<file path="src/bst_map.vh">
// Constants for the boundary-scan test logic
`ifndef BST_MAP_VH
`define BST_MAP_VH
`define BST_IR_LEN        10
`define BST_CELL_BITS     3
`define BST_CELL_OUT      0
`define BST_CELL_OE       1
`define BST_CELL_IN       2
`define BST_OP_BYPASS     10'h3FF
`define BST_OP_SAMPLE     10'h005
`define BST_OP_EXTEST     10'h00F
`define BST_OP_IDCODE     10'h006
`define BST_OP_USERCODE   10'h007
`define BST_OP_CLAMP      10'h00A
`define BST_OP_HIGHZ      10'h00B
`define BST_ID_RST        32'h12345679
`define BST_UC_RST        32'hFFFFFFFF
`define BST_TDO_RST       1'b0
`endif

</file>
<file path="src/bst_tap.v">
// Boundary-scan TAP controller, instruction register and boundary cells
`timescale 1ns/1ps
`include "bst_map.vh"
module bst_tap #(
  parameter NPIN = 4,
  parameter [31:0] IDCODE_VAL = `BST_ID_RST,  // Arbitrary value
  parameter [31:0] USERCODE_VAL = `BST_UC_RST,
  parameter [9:0] OP_SAMPLE = `BST_OP_SAMPLE,
  parameter [9:0] OP_EXTEST = `BST_OP_EXTEST,
  parameter [9:0] OP_IDCODE = `BST_OP_IDCODE,
  parameter [9:0] OP_USERCODE = `BST_OP_USERCODE,
  parameter [9:0] OP_CLAMP = `BST_OP_CLAMP,
  parameter [9:0] OP_HIGHZ = `BST_OP_HIGHZ
) (
  // Clock and reset
  input  wire            i_clk_sys,
  input  wire            i_rst_n,
  // Test port pins
  input  wire            i_tck,
  input  wire            i_tms,
  input  wire            i_tdi,
  output reg             o_tdo,
  output reg             o_tdo_oe_n,
  // Core side of each cell, plus the pin input
  input  wire [NPIN-1:0] i_core_output_to_cell,
  input  wire [NPIN-1:0] i_core_oe_to_cell,
  input  wire [NPIN-1:0] i_pin_in,
  // Pin side of each cell
  output reg  [NPIN-1:0] o_pin_out,
  output reg  [NPIN-1:0] o_pin_oe,
  // Global output enable
  input  wire            i_global_output_enable_pin,
  input  wire            i_goe_feature,
  // Capture snapshot stream and instruction register
  output reg             o_snap_valid,
  input  wire            i_snap_ready,
  output reg  [3*NPIN-1:0] o_snap_data,
  output reg  [9:0]      o_ir
);
  localparam BLEN = 3 * NPIN;
  localparam [15:0] S_TLR = 16'h0001, S_RTI = 16'h0002, S_SDS = 16'h0004,
    S_CDR = 16'h0008, S_SHDR = 16'h0010, S_E1DR = 16'h0020, S_PDR = 16'h0040,
    S_E2DR = 16'h0080, S_UDR = 16'h0100, S_SIS = 16'h0200, S_CIR = 16'h0400,
    S_SHIR = 16'h0800, S_E1IR = 16'h1000, S_PIR = 16'h2000, S_E2IR = 16'h4000,
    S_UIR = 16'h8000;
  // Two-stage synchronisers; TCK edges are found after the second stage
  reg  [2:0]      tck_s_q;
  reg  [1:0]      tms_s_q;
  reg  [1:0]      tdi_s_q;
  reg  [NPIN-1:0] pin_s1_q;
  reg  [NPIN-1:0] pin_s2_q;
  reg  [NPIN-1:0] goe_s_q;
  reg             goe_s1_q;
  reg  [15:0]     st_q;
  reg  [15:0]     st_d;
  reg  [9:0]      ir_sh_q;
  reg  [BLEN-1:0] cap_q;
  reg  [BLEN-1:0] upd_q;
  reg  [31:0]     id_q;
  reg             byp_q;
  wire            rise;
  wire            fall;
  wire            tms;
  wire            tdi;
  wire            dec_sample;
  wire            dec_extest;
  wire            dec_id;
  wire            dec_uc;
  wire            dec_clamp;
  wire            dec_highz;
  wire            sel_bsr;
  wire            sel_id;
  wire            test_mode;
  reg             ser_out;
  reg  [BLEN-1:0] live;
  integer         k;
  assign rise = tck_s_q[1] && !tck_s_q[2];
  assign fall = !tck_s_q[1] && tck_s_q[2];
  assign tms  = tms_s_q[1];
  assign tdi  = tdi_s_q[1];
  assign dec_sample = (o_ir == OP_SAMPLE);
  assign dec_extest = (o_ir == OP_EXTEST);
  assign dec_id     = (o_ir == OP_IDCODE);
  assign dec_uc     = (o_ir == OP_USERCODE);
  assign dec_clamp  = (o_ir == OP_CLAMP);
  assign dec_highz  = (o_ir == OP_HIGHZ);
  assign sel_bsr    = dec_sample || dec_extest;
  assign sel_id     = dec_id || dec_uc;
  assign test_mode  = (dec_extest || dec_clamp || dec_highz) && (st_q != S_TLR);
  always @* begin
    st_d = S_TLR;
    case (st_q)
      S_TLR:  st_d = tms ? S_TLR : S_RTI;
      S_RTI:  st_d = tms ? S_SDS : S_RTI;
      S_SDS:  st_d = tms ? S_SIS : S_CDR;
      S_CDR:  st_d = tms ? S_E1DR : S_SHDR;
      S_SHDR: st_d = tms ? S_E1DR : S_SHDR;
      S_E1DR: st_d = tms ? S_UDR : S_PDR;
      S_PDR:  st_d = tms ? S_E2DR : S_PDR;
      S_E2DR: st_d = tms ? S_UDR : S_SHDR;
      S_UDR:  st_d = tms ? S_SDS : S_RTI;
      S_SIS:  st_d = tms ? S_TLR : S_CIR;
      S_CIR:  st_d = tms ? S_E1IR : S_SHIR;
      S_SHIR: st_d = tms ? S_E1IR : S_SHIR;
      S_E1IR: st_d = tms ? S_UIR : S_PIR;
      S_PIR:  st_d = tms ? S_E2IR : S_PIR;
      S_E2IR: st_d = tms ? S_UIR : S_SHIR;
      S_UIR:  st_d = tms ? S_SDS : S_RTI;
      default: st_d = S_TLR;
    endcase
  end
  always @* begin
    live = {BLEN{1'b0}};
    for (k = 0; k < NPIN; k = k + 1) begin
      live[3*k+`BST_CELL_OUT] = i_core_output_to_cell[k];
      live[3*k+`BST_CELL_OE]  = i_core_oe_to_cell[k];
      live[3*k+`BST_CELL_IN]  = pin_s2_q[k];
    end
  end
  always @* begin
    if (st_q == S_SHIR) begin
      ser_out = ir_sh_q[0];
    end else if (sel_bsr) begin
      ser_out = cap_q[0];
    end else if (sel_id) begin
      ser_out = id_q[0];
    end else begin
      ser_out = byp_q;
    end
  end
  always @(posedge i_clk_sys or negedge i_rst_n) begin
    if (!i_rst_n) begin
      tck_s_q  <= 3'h0;
      tms_s_q  <= 2'h3;
      tdi_s_q  <= 2'h3;
      pin_s1_q <= {NPIN{1'b0}};
      pin_s2_q <= {NPIN{1'b0}};
      goe_s1_q <= 1'b1;
      goe_s_q  <= {NPIN{1'b1}};
    end else begin
      tck_s_q  <= {tck_s_q[1:0], i_tck};
      tms_s_q  <= {tms_s_q[0], i_tms};
      tdi_s_q  <= {tdi_s_q[0], i_tdi};
      pin_s1_q <= i_pin_in;
      pin_s2_q <= pin_s1_q;
      goe_s1_q <= i_global_output_enable_pin;
      goe_s_q  <= {NPIN{goe_s1_q}};
    end
  end
  always @(posedge i_clk_sys or negedge i_rst_n) begin
    if (!i_rst_n) begin
      st_q    <= S_TLR;
      ir_sh_q <= `BST_OP_IDCODE;
      o_ir    <= `BST_OP_IDCODE;
      cap_q   <= {BLEN{1'b0}};
      upd_q   <= {BLEN{1'b0}};
      id_q    <= 32'h00000000;
      byp_q   <= 1'b0;
    end else if (rise) begin
      st_q <= st_d;
      // IDCODE on reset entry
      // Loaded on entry so test modes drop with the state
      if (st_d == S_TLR) begin
        o_ir <= OP_IDCODE;
      end
      case (st_q)
        S_CIR: begin
          ir_sh_q <= o_ir;
        end
        S_SHIR: begin
          ir_sh_q <= {tdi, ir_sh_q[9:1]};
        end
        S_UIR: begin
          o_ir <= ir_sh_q;
        end
        S_CDR: begin
          if (sel_bsr) begin
            cap_q <= live;
          end
          id_q  <= dec_uc ? USERCODE_VAL : IDCODE_VAL;
          byp_q <= 1'b0;
        end
        S_SHDR: begin
          if (sel_bsr) begin
            cap_q <= {tdi, cap_q[BLEN-1:1]};
          end
          id_q  <= {tdi, id_q[31:1]};
          byp_q <= tdi;
        end
        S_UDR: begin
          if (sel_bsr) begin
            upd_q <= cap_q;
          end
        end
        default: begin
          byp_q <= byp_q;
        end
      endcase
    end
  end
  always @(posedge i_clk_sys or negedge i_rst_n) begin
    if (!i_rst_n) begin
      o_tdo      <= `BST_TDO_RST;
      o_tdo_oe_n <= 1'b1;
    end else if (fall) begin
      o_tdo      <= ser_out;
      o_tdo_oe_n <= !((st_q == S_SHIR) || (st_q == S_SHDR));
    end
  end
  // Output muxes; sample keeps core path live
  genvar g;
  generate
    for (g = 0; g < NPIN; g = g + 1) begin : g_pin
      always @(posedge i_clk_sys or negedge i_rst_n) begin
        if (!i_rst_n) begin
          o_pin_out[g] <= 1'b0;
          o_pin_oe[g]  <= 1'b0;
        end else if (test_mode && dec_highz) begin
          o_pin_out[g] <= 1'b0;
          o_pin_oe[g]  <= 1'b0;
        end else if (test_mode) begin
          o_pin_out[g] <= upd_q[3*g+`BST_CELL_OUT];
          o_pin_oe[g]  <= upd_q[3*g+`BST_CELL_OE];
        end else begin
          o_pin_out[g] <= i_core_output_to_cell[g];
          o_pin_oe[g]  <= i_core_oe_to_cell[g] && (goe_s_q[g] || !i_goe_feature);
        end
      end
    end
  endgenerate
  // Snapshot of each capture; drops when the stream is stalled
  always @(posedge i_clk_sys or negedge i_rst_n) begin
    if (!i_rst_n) begin
      o_snap_valid <= 1'b0;
      o_snap_data  <= {BLEN{1'b0}};
    end else if (rise && st_q == S_CDR && sel_bsr && (i_snap_ready || !o_snap_valid)) begin
      o_snap_valid <= 1'b1;
      o_snap_data  <= live;
    end else if (i_snap_ready) begin
      o_snap_valid <= 1'b0;
    end
  end
endmodule

</file>
<file path="config.mk">
export PLATFORM = sky130hd
export DESIGN_NAME = bst_tap
export DESIGN_NICKNAME = d
export VERILOG_FILES = /design/src/bst_tap.v
export VERILOG_INCLUDE_DIRS = /design/src /design/src/src
export SDC_FILE = /design/constraint.sdc
export NUM_CORES = 1
export LEC_CHECK = 0
export BUFFER_PORTS_ARGS = -buffer_cell sky130_fd_sc_hd__buf_2
export CAP_MARGIN = 20
export CORE_MARGIN = 10
export CORE_UTILIZATION = 59
export DETAILED_ROUTE_END_ITERATION = 6
export PLACE_DENSITY = 0.87
export SETUP_SLACK_MARGIN = 0.02
export SLEW_MARGIN = 20
export SYNTH_ARGS = -nofsm -noshare
export SYNTH_HDL_FRONTEND = slang
export SYNTH_SLANG_ARGS = --single-unit
</file>
<file path="constraint.sdc">
create_clock -name i_clk_sys -period 2.85 [get_ports i_clk_sys]
set_input_delay 0.1425 -clock i_clk_sys [delete_from_list [all_inputs] [get_ports i_clk_sys]]
set_output_delay 0.1425 -clock i_clk_sys [all_outputs]
set_load 0.1 [all_outputs]
</file>
Word level (Yosys, flattened, before mapping). Index checks and enable logic that the tools add are counted.

Reductions and logical operators: 38. Eq/ne operators: 26. Muxes and demuxes: 43.

Operators by type and width (count): 16-bit case mux with 12 select lines (1); 32-bit case mux with 2 select lines (1); 16-bit by 1-bit equality test with 1-bit output, second input constant (2); 16-bit 2-to-1 mux (2); 32-bit 2-to-1 mux (1); 10-bit by 3-bit equality test with 1-bit output, second input constant (3); 10-bit by 4-bit equality test with 1-bit output, second input constant (3); 10-bit 2-to-1 mux (3); 12-bit 2-to-1 mux (2); 12-bit case mux with 2 select lines (1); 1-bit 2-to-1 mux (21); 10-bit case mux with 2 select lines (1); 9-bit 2-to-1 mux (2); 16-bit by 10-bit equality test with 1-bit output, second input constant (1); 16-bit by 11-bit equality test with 1-bit output, second input constant (1); 16-bit by 12-bit equality test with 1-bit output, second input constant (1); 16-bit by 13-bit equality test with 1-bit output, second input constant (1); 16-bit by 14-bit equality test with 1-bit output, second input constant (1); 16-bit by 15-bit equality test with 1-bit output, second input constant (1); 16-bit equality test, second input constant (1); 16-bit by 2-bit equality test with 1-bit output, second input constant (1); 16-bit by 3-bit equality test with 1-bit output, second input constant (1); 16-bit by 4-bit equality test with 1-bit output, second input constant (1); 16-bit by 5-bit equality test with 1-bit output, second input constant (1); other kinds (23) (53).

Logic and storage cells: 133. Bits of input ports: 20. Register bits: 132. Output and inout bits: 33.

Logic depth before layout (Yosys ltp). Gate-level depths: netlist (run 1).

Word-level depth: 6. Mapped depth: 8.

Worst setup path after synthesis (run 1). No wires, ideal clock.

Path kind: register to register. Start point: register o_ir[3]. End point: register upd_q[0]. Slack: 0.182 ns. Period minus slack after synthesis: 2.668 ns. Setup time: 0.125 ns. Buffers on the path: 1. Data arrival time: 2.544 ns. Stages on the path, launching flop included: 7. Cells stage by stage: dfrtp_1 -> clkbuf_1 -> xnor2_1 -> nand3_1 -> or3_1 -> nor2_1 -> mux2_2.

Cells in the longest elaborated chain, start to end: 3. Elaborated cells on any way between the ends: 4. Classes of those cells: eq/ne (2); reduce/logical (2).

Ends and longest elaborated chain: from (decl) (RTL line bst_tap.v:38) `output reg [9:0] o_ir`; from (signal assigned) (RTL line bst_tap.v:154) `` o_ir <= `BST_OP_IDCODE; ``; from (signal assigned) (RTL line bst_tap.v:174) `o_ir <= ir_sh_q;`; 10-bit by 3-bit equality test with 1-bit output or 10-bit by 4-bit equality test with 1-bit output (tied branches) (RTL line bst_tap.v:81, bst_tap.v:82); 1-bit logical OR * (RTL line bst_tap.v:87) `assign sel_bsr = dec_sample || dec_extest;`; 3-bit AND reduction (no source line) *; to (signal assigned) (RTL line bst_tap.v:156) `upd_q <= {BLEN{1'b0}};`; to (signal assigned) (RTL line bst_tap.v:192) `upd_q <= cap_q;`; to (decl) (RTL line bst_tap.v:58) `reg [BLEN-1:0] upd_q;`.

Mark *: on every way between the ends. The rest lies on a longest branch, timed or not. A chain may end at the register's enable or synchronous reset.

Worst setup path in the final report (run 1).
Start point: register st_q[12]. End point: register o_ir[1].

Cells in the longest elaborated chain, start to end: 6. Elaborated cells on any way between the ends: 24. Classes of those cells: eq/ne (17); mux (2); reduce/logical (5).

Ends and longest elaborated chain: from (decl) (RTL line bst_tap.v:54) `reg [15:0] st_q;`; from (signal assigned) (RTL line bst_tap.v:160) `st_q <= st_d;`; 16-bit by 9-bit equality test with 1-bit output (tied with other cells) (RTL line bst_tap.v:92) `case (st_q)`; 3-bit OR reduction (no source line) or 2-bit OR reduction (tied branches); 16-bit case mux with 12 select lines (RTL line bst_tap.v:92); 16-bit by 1-bit equality test with 1-bit output (RTL line bst_tap.v:163) `if (st_d == S_TLR) begin`; 2-bit nonzero test (no source line); 2-bit AND reduction (no source line).

Several ways; a longest one is shown, not always the timed one.

==> metrics.txt, run 1 <==
crit share post-route ~92%; Crit Path Max Fanout 11; depth of the CTS H-tree 4; IO buf count between 50 and 60; average wire per standard cell approximately 19 um; largest net degree at the start of global routing 60; category of the critical setup timing path reg -> reg; post-place setup slack 0.274 ns; Max Transition Viols Final 0; number of nets in the finished design 578; # IOs 53; routed vias/inst 6.00; combinational group share of total power 15.3%; worst ir drop on vdd 0.589 mV; final WL 13.1 mm; reg2reg path depth 6; kind of path behind the tightest hold check in -> async; post-CTS repair timing setup buffer count 0; buffer depth of the longest clock path 2; DP Wirelength 8.28 mm; reported net switching power 1420 uW; residual overflow from global routing 0; top flip-flop cell by instance count after synthesis dfrtp_1; sequential cell area fraction in the yosys report 58.0%; chip height 117 um; cts repair resizes 0; mean area per synthesized cell 11.7 um2; clock latency of the later-clocked register in the worst-skew pair approximately 0.52 ns; standard cell core area 9240 um2; area added between synthesis and finish 21.5%; worst-path cell chain nor3_1, nand4_2, or4_4, nor4b_4, o211a_1, a211o_2; Power Internal approximately 3700 uW; startpoint types register; via count of the first global-routing pass ~4.3k; Max-Slew Margin vs Limit 66.1%; global-route wire length before repair around 22 mm; detailed-routing iteration count for the pre-antenna-repair pass 4; total power density per cell area around 750 nW/um2; CTS buffer count 17; total DRC errors in the routed layout 0; floorplan die width around 120 um; diode count 0; clock share of power 43.1%; area of the mapped netlist 5590 um2; CP Data Required Time 3.30 ns; Slew @ Worst Pin 0.501 ns; count of standard-cell rows 35; part of the power in registers 41.6%; endpoint arrival time on the critical path 3.08 ns; final sum of negative setup slack 0 ns; Clock Skew 0.00625 ns; FFs w/ async S/R, synth 100%; Setup-failing EPs final 0; initial standard-cell utilization of the core between 60% and 70%; hold-fix buffers at CTS 18; Hold Violations, Final 0; Clock Sinks approximately 130; status finished clean; time the final worst path needs with I/O delays and setup between 2 and 3 ns; via count 4,198; switching part of the total 28.0%; number of nets produced by synthesis 496; initial DRC count 316; Yosys Warn Count 0; static leakage 0.00312 uW; Final GP Congestion approximately 0.9; post-route worst setup slack between 0.2 and 0.25 ns; number of synthesized register bits 129; setup repair after global routing missed its margin no; Largest stage delay, worst path 0.56 ns; combined global-route utilization of all metal layers 19.3%; number of distinct library cell variants in the gate-level netlist after synthesis 59; remaining antenna violation count after routing 0; number of inserted filler cells in the final layout 579; antenna violations before repair 0; share of post-route cells with drive strength above 1 27.3%; sort of element at the end of the critical path register; cell chosen for the clock root clkbuf_8; Total Die Area 13,800 um2; CTS tree done; Max Freq 380 MHz; cell count after synthesis 476; number of flops mapped to enable cells by yosys 0; slowest library cell on the worst path or4_4; max capacitance violation total 0; CTS clk-pin slew, worst paths 0.06 ns
registers in the layout, indices dropped and copies added (netlist names), 2 cells and up:
register,flops
id_q,32
tms_s_q,2
tck_s_q,3
cap_q,12
o_pin_out,4
ir_sh_q,10
st_q,16
pin_s2_q,4
o_pin_oe,4
tdi_s_q,2
o_ir,10
upd_q,8
o_snap_data,12
pin_s1_q,4
layer usage:
layer	GRT usage, %	wire [um]	vias to the layer above
li1	-	-	1907
met2	31.8	6610	154
met5	0	0	-
met4	6.73	279	0
met3	5.85	783	35
met1	23.4	5430	2102
cells in the final DEF, fill, tap and decap left out, drive strengths merged, types with 2 or more instances in the layout:
| cell | netlist | routed |
|---|---|---|
| xnor2 | 5 | 5 |
| mux2 | 20 | 20 |
| mux2i | 20 | 20 |
| o21ai | 17 | 17 |
| a22o | 12 | 12 |
| o31ai | 2 | 2 |
| dlygate4sd3 | 0 | 18 |
| a21o | 2 | 2 |
| nor4 | 10 | 10 |
| nand3 | 7 | 7 |
| nand4b | 3 | 3 |
| a21oi | 13 | 13 |
| o22a | 14 | 14 |
| clkinv | 0 | 5 |
| or4b | 2 | 2 |
| nor2b | 4 | 4 |
| inv | 5 | 9 |
| o22ai | 2 | 2 |
| or3 | 3 | 3 |
| nor3 | 8 | 8 |
| bufinv | 0 | 3 |
| dfrtp | 117 | 117 |
| nor4b | 5 | 5 |
| xor2 | 5 | 5 |
| nand4 | 6 | 6 |
| a31oi | 13 | 13 |
| buf | 15 | 76 |
| nor2 | 49 | 49 |
| or2 | 2 | 2 |
| nand2 | 46 | 46 |
| nand3b | 3 | 3 |
| a211o | 3 | 3 |
| nand2b | 2 | 2 |
| clkbuf | 16 | 18 |
| a221o | 16 | 16 |
| or4 | 2 | 2 |
| dfstp | 12 | 12 |
| clkinvlp | 0 | 2 |
critical path: cells and delay by family, from the launching register on:
kind / cells / cell delay [ns]
and+or+nand+nor: 4 / 1.34
AOI/OAI and AO/OA: 2 / 0.72
DFF: 1 / 0.48
cells in the mapped netlist, types with 4 or more instances:
cell type / number / share of area, %
xnor2_1: 5 / 0.78
a21oi_1: 13 / 1.2
clkbuf_1: 13 / 0.87
nand4_1: 5 / 0.56
o22a_1: 14 / 2.2
nor4_1: 7 / 0.78
mux2_2: 20 / 4.0
dfrtp_1: 117 / 52
inv_1: 5 / 0.34
xor2_1: 5 / 0.78
nand3_1: 7 / 0.63
o21ai_0: 17 / 1.5
a22o_1: 12 / 1.9
buf_6: 6 / 1.2
dfstp_2: 12 / 5.6
nand2_1: 46 / 3.1
mux2i_1: 20 / 3.6
nor2b_1: 4 / 0.45
nor2_1: 49 / 3.3
a221o_1: 16 / 2.9
a31oi_1: 13 / 1.5
nor3_1: 8 / 0.72
buf_2: 6 / 0.54
nor4b_1: 4 / 0.63
cell families (layout without fill, tap and decap cells):
family	after synthesis	after routing	synth area share, %
AOI/OAI and AO/OA	103	103	13.7
xor gates and xnor gates	10	10	1.57
buffers and inverters	36	131	3.98
DFF	129	129	58.0
muxes	40	40	7.61
and+or+nand+nor	158	158	15.1
area by class of cell:
| type | instances | area [um2] | share of cell area, % |
|---|---|---|---|
| Timing Repair Buffer | 94 | 636 | 9.35 |
| Tap cell | 129 | 161 | 2.37 |
| Multi-Input combinational cell | 311 | 2140 | 31.5 |
| Sequential cell | 129 | 3240 | 47.7 |
| Clock buffer | 18 | 418 | 6.15 |
| Clock inverter | 14 | 181 | 2.67 |
| Inverter | 5 | 18.8 | 0.276 |
path summary, 6_finish.rpt:
| kind | startpoint | to | slack, ns |
|---|---|---|---|
| max | st_q[12]$_DFFE_PN0P_ | o_ir[1]$_DFFE_PN1P_ | 0.22 |
| min in group i_clk_sys | i_goe_feature | o_pin_oe[3]$_DFF_PN0_ | 0.16 |
| max in group asynchronous | i_rst_n | tdi_s_q[1]$_DFF_PN1_ | 1.91 |
| min reg2reg | pin_s1_q[1]$_DFF_PN0_ | pin_s2_q[1]$_DFF_PN0_ | 0.35 |
| min | i_rst_n | ir_sh_q[6]$_DFFE_PN0P_ | 0.09 |
| max reg2reg | st_q[12]$_DFFE_PN0P_ | o_ir[1]$_DFFE_PN1P_ | 0.22 |
stage by stage:
stage	power (uW)	std cells	area, um2	hold WS (ns)	utilization (%)
detailed placement	2880	650	6020	0.102	65.1
global route	5270	700	6800	0.130	73.6
floorplan	2700	476	5590	-0.153	-
CTS	5100	700	6800	0.0955	73.6
global placement	2850	650	6020	0.0964	65.1
finish	5070	700	6800	0.0949	73.6
power by group through the flow:
| stage | sequential, uW | combinational, uW | clock [uW] |
|---|---|---|---|
| after floorplan | 2210 | 492 | 0 |
| after global placement | 2130 | 726 | 0 |
| after detailed placement | 2140 | 741 | 0 |
| after CTS | 2110 | 773 | 2220 |
| after global routing | 2130 | 843 | 2300 |
| final | 2110 | 776 | 2190 |
(Power assumes the default switching activity.)
==> run 2: changes to the inputs <==
--- a/config.mk
+++ b/config.mk
@@ -9,9 +9,9 @@
 export BUFFER_PORTS_ARGS = -buffer_cell sky130_fd_sc_hd__buf_2
 export CAP_MARGIN = 20
 export CORE_MARGIN = 10
-export CORE_UTILIZATION = 59
+export CORE_UTILIZATION = 53
 export DETAILED_ROUTE_END_ITERATION = 6
-export PLACE_DENSITY = 0.87
+export PLACE_DENSITY = 0.83
 export SETUP_SLACK_MARGIN = 0.02
 export SLEW_MARGIN = 20
 export SYNTH_ARGS = -nofsm -noshare
==> constraint.sdc (replaced) <==
create_clock -name i_clk_sys -period 2.2 [get_ports i_clk_sys]
set_input_delay 0.11 -clock i_clk_sys [delete_from_list [all_inputs] [get_ports i_clk_sys]]
set_output_delay 0.11 -clock i_clk_sys [all_outputs]
set_load 0.1 [all_outputs]
==> run 2 against run 1 <==
Compared with the run above: the flow now finishes with violations (setup timing); combinational power increased by 87%; global-route usage increased by 0.42 points; hold slack lost 0.094 ns; via count up 13%; final cell count increased by 11%; count of clock-buffer cells in the layout stayed put; routed wire length increased by 31%; first-iteration DRC count rose by 54%; design area up 17%; setup slack got worse by 0.42 ns; core utilization rose by 3.5 points; total power rose by 39%; largest cell class unchanged; highest routed layer unchanged.
==> metrics.txt, run 2 (synthesized netlist as in run 1, its figures left out) <==
status finished, violations left (was finished clean); violations in the final reports setup timing; time the final worst path needs with I/O delays and setup 2.40 ns (was 2.63 ns); share of post-route cells with drive strength above 1 44.1% (was 27.3%); combined global-route utilization of all metal layers 19.7% (was 19.3%); largest net degree at the start of global routing 50 (was 60); diode count 0 (unchanged); Clock Sinks 129 (unchanged); IO buf count 52 (unchanged); depth of the CTS H-tree 4 (unchanged); crit share post-route 109% (was 92.3%); reg2reg setup slack -0.20 ns (was 0.22 ns); chip height 123 um (was 117 um); Max-Slew Margin vs Limit 54.5% (was 66.1%); number of nets in the finished design 647 (was 578); buffer depth of the longest clock path 2 (unchanged); area added between synthesis and finish 42.2% (was 21.5%); CP Data Required Time 2.65 ns (was 3.30 ns); worst ir drop on vdd 0.654 mV (was 0.589 mV); Largest stage delay, worst path 0.59 ns (was 0.56 ns); floorplan die width 123 um (was 117 um); total DRC errors in the routed layout 0 (unchanged); Crit Reg-Reg Startpoint st_q[6]$_DFFE_PN0P_ (was st_q[12]$_DFFE_PN0P_); routed vias/inst 6.09 (was 6.00); remaining antenna violation count after routing 0 (unchanged); global-route wire length before repair 23.4 mm (was 22.0 mm); final sum of negative setup slack -6.16 ns (was 0 ns); hold_sp i_goe_feature; worst-path cell chain nor4_4, nand4_2, or4_4, nor4b_4, o211a_4, a211o_4 (was nor3_1, nand4_2, or4_4, nor4b_4, o211a_1, a211o_2); largest reg by FF count id_q (unchanged); Hold Violations, Final 0 (unchanged); Max Transition Viols Final 0 (unchanged); category of the critical setup timing path reg -> reg (unchanged); Slew @ Worst Pin 0.682 ns (was 0.501 ns); clock latency of the later-clocked register in the worst-skew pair 0.53 ns (was 0.52 ns); reg2reg path depth 6 (unchanged); standard cell core area 10,300 um2 (was 9240 um2); average wire per standard cell 22.2 um (was 18.7 um); worst-case hold path end point o_pin_oe[0]$_DFF_PN0_; via count 4,723 (was 4,198); Total Die Area 15,100 um2 (was 13,800 um2); most common library cell in the layout ignoring fill and taps dfrtp_1 (unchanged); initial standard-cell utilization of the core 54.2% (was 60.5%); Max Freq 418 MHz (was 380 MHz); Clock Skew 0.00869 ns (was 0.00625 ns); setup repair after global routing missed its margin yes (was no); total power density per cell area 884 nW/um2 (was 747 nW/um2); # IOs 53 (unchanged); CTS tree done (unchanged); top library cells by usage in the layout, fill and taps aside 107 x dfrtp_1, 70 x buf_4, 51 x buf_2 (was 117 x dfrtp_1, 51 x buf_2, 49 x nor2_1); registers with the most flip-flops id_q (32), st_q (16) (unchanged); sort of element at the end of the critical path register (unchanged); number of stages on the worst hold path 3; Crit Path Max Fanout 5 (was 11); count of standard-cell rows 37 (was 35); antenna violations before repair 0 (unchanged); startpoint types register (unchanged); max FFs per register 32 (unchanged); post-route worst setup slack -0.195 ns (was 0.220 ns); static leakage 0.00359 uW (was 0.00312 uW); residual overflow from global routing 0 (unchanged); slowest library cell on the worst path or4_4 (unchanged); CTS clk-pin slew, worst paths 0.06 ns (about the same); detailed-routing iteration count for the pre-antenna-repair pass 5 (was 4); max capacitance violation total 0 (unchanged); CTS buffer count 17 (unchanged); reg2reg end o_ir[1]$_DFFE_PN1P_ (unchanged); final WL 17.2 mm (was 13.1 mm); Final GP Congestion 0.930 (was 0.902); cell chosen for the clock root clkbuf_8 (unchanged); post-place setup slack -0.0678 ns (was 0.274 ns); initial DRC count 487 (was 316); endpoint arrival time on the critical path 2.85 ns (was 3.08 ns); DP Wirelength 9.05 mm (was 8.28 mm); kind of path behind the tightest hold check in -> reg (was in -> async); via count of the first global-routing pass 4,603 (was 4,291); Setup-failing EPs final 60 (was 0)
## run 2: cell count changes in the layout (fill, tap and decap cells not counted), sizes merged
| cell | change |
|---|---|
| buf | +65 |
| clkbuf | +4 |
| clkinv | +2 |
| inv | -2 |
## run 2: critical path: cells and delay by family (launching register included)
kind / cells / cell delay (ns)
AND/OR/NAND/NOR: 4 / 1.33
flip-flops: 1 / 0.45
AO/OA/AOI/OAI: 2 / 0.54
## run 2: routing by layer
layer / global-route usage (%) / part of all wire, %
met1: 24.4 / 39
met2: 32.2 / 50
met3: 4.87 / 6.9
met4: 8.39 / 3.5
met5: 0 / 0
## run 2: final cells by class
| cell class | count | area [um2] |
|---|---|---|
| flip-flops and latches | 129 | 3270 |
| multi-input cells | 311 | 2560 |
| fillers | 551 | 2370 |
| repair buffers | 163 | 1340 |
| clock buffers | 18 | 428 |
| well taps | 136 | 170 |
| clock inverters | 14 | 161 |
| inverters | 5 | 18.8 |
## run 2: what timing repair did
action | 4_1_cts | 5_1_grt
hold endpoints to repair | 72 | 0
gates resized for setup | 41 | 64
pin swaps | 12 | 36
buffers inserted | 6 | 11
setup endpoints to repair | 64 | 94
hold buffers | 18 | 0
gates cloned | 2 | 5
## run 2: power by group
group          switching, uW  total, uW  internal, uW  leakage (uW)
clock                   1100       2850          1750      0.000291
sequential               156       2730          2570       0.00163
combinational            785       1450           669       0.00167
total                   2040       7030          5000       0.00359
## run 2: metrics by stage
step	instances	utilization, %	area (um2)	total power, uW	hold WS, ns
3_5_place_dp	703	62.8	6480	3930	0.170
6_report	776	77.0	7950	7030	0.000758
3_3_place_gp	703	62.8	6480	3890	0.164
4_1_cts	761	72.5	7490	6890	0.105
2_1_floorplan	476	-	5670	3500	-0.186
5_1_grt	776	77.0	7950	7290	-0.00370
## run 2: worst max path at each step
stage                                   to  slack, ns  cells past startpoint                 from
finish                 o_ir[1]$_DFFE_PN1P_      -0.20                      6  st_q[6]$_DFFE_PN0P_
global route        ir_sh_q[3]$_DFFE_PN0P_      -0.27                      7  st_q[6]$_DFFE_PN0P_
CTS                    o_ir[1]$_DFFE_PN1P_      -0.05                      6  st_q[5]$_DFFE_PN0P_
detailed placement    cap_q[6]$_DFFE_PN0P_      -0.07                      8  st_q[5]$_DFFE_PN0P_
global placement      id_q[19]$_DFFE_PN0P_      -0.14                      6  st_q[5]$_DFFE_PN0P_
floorplan              o_ir[2]$_DFFE_PN1P_      -0.24                      8  st_q[5]$_DFFE_PN0P_
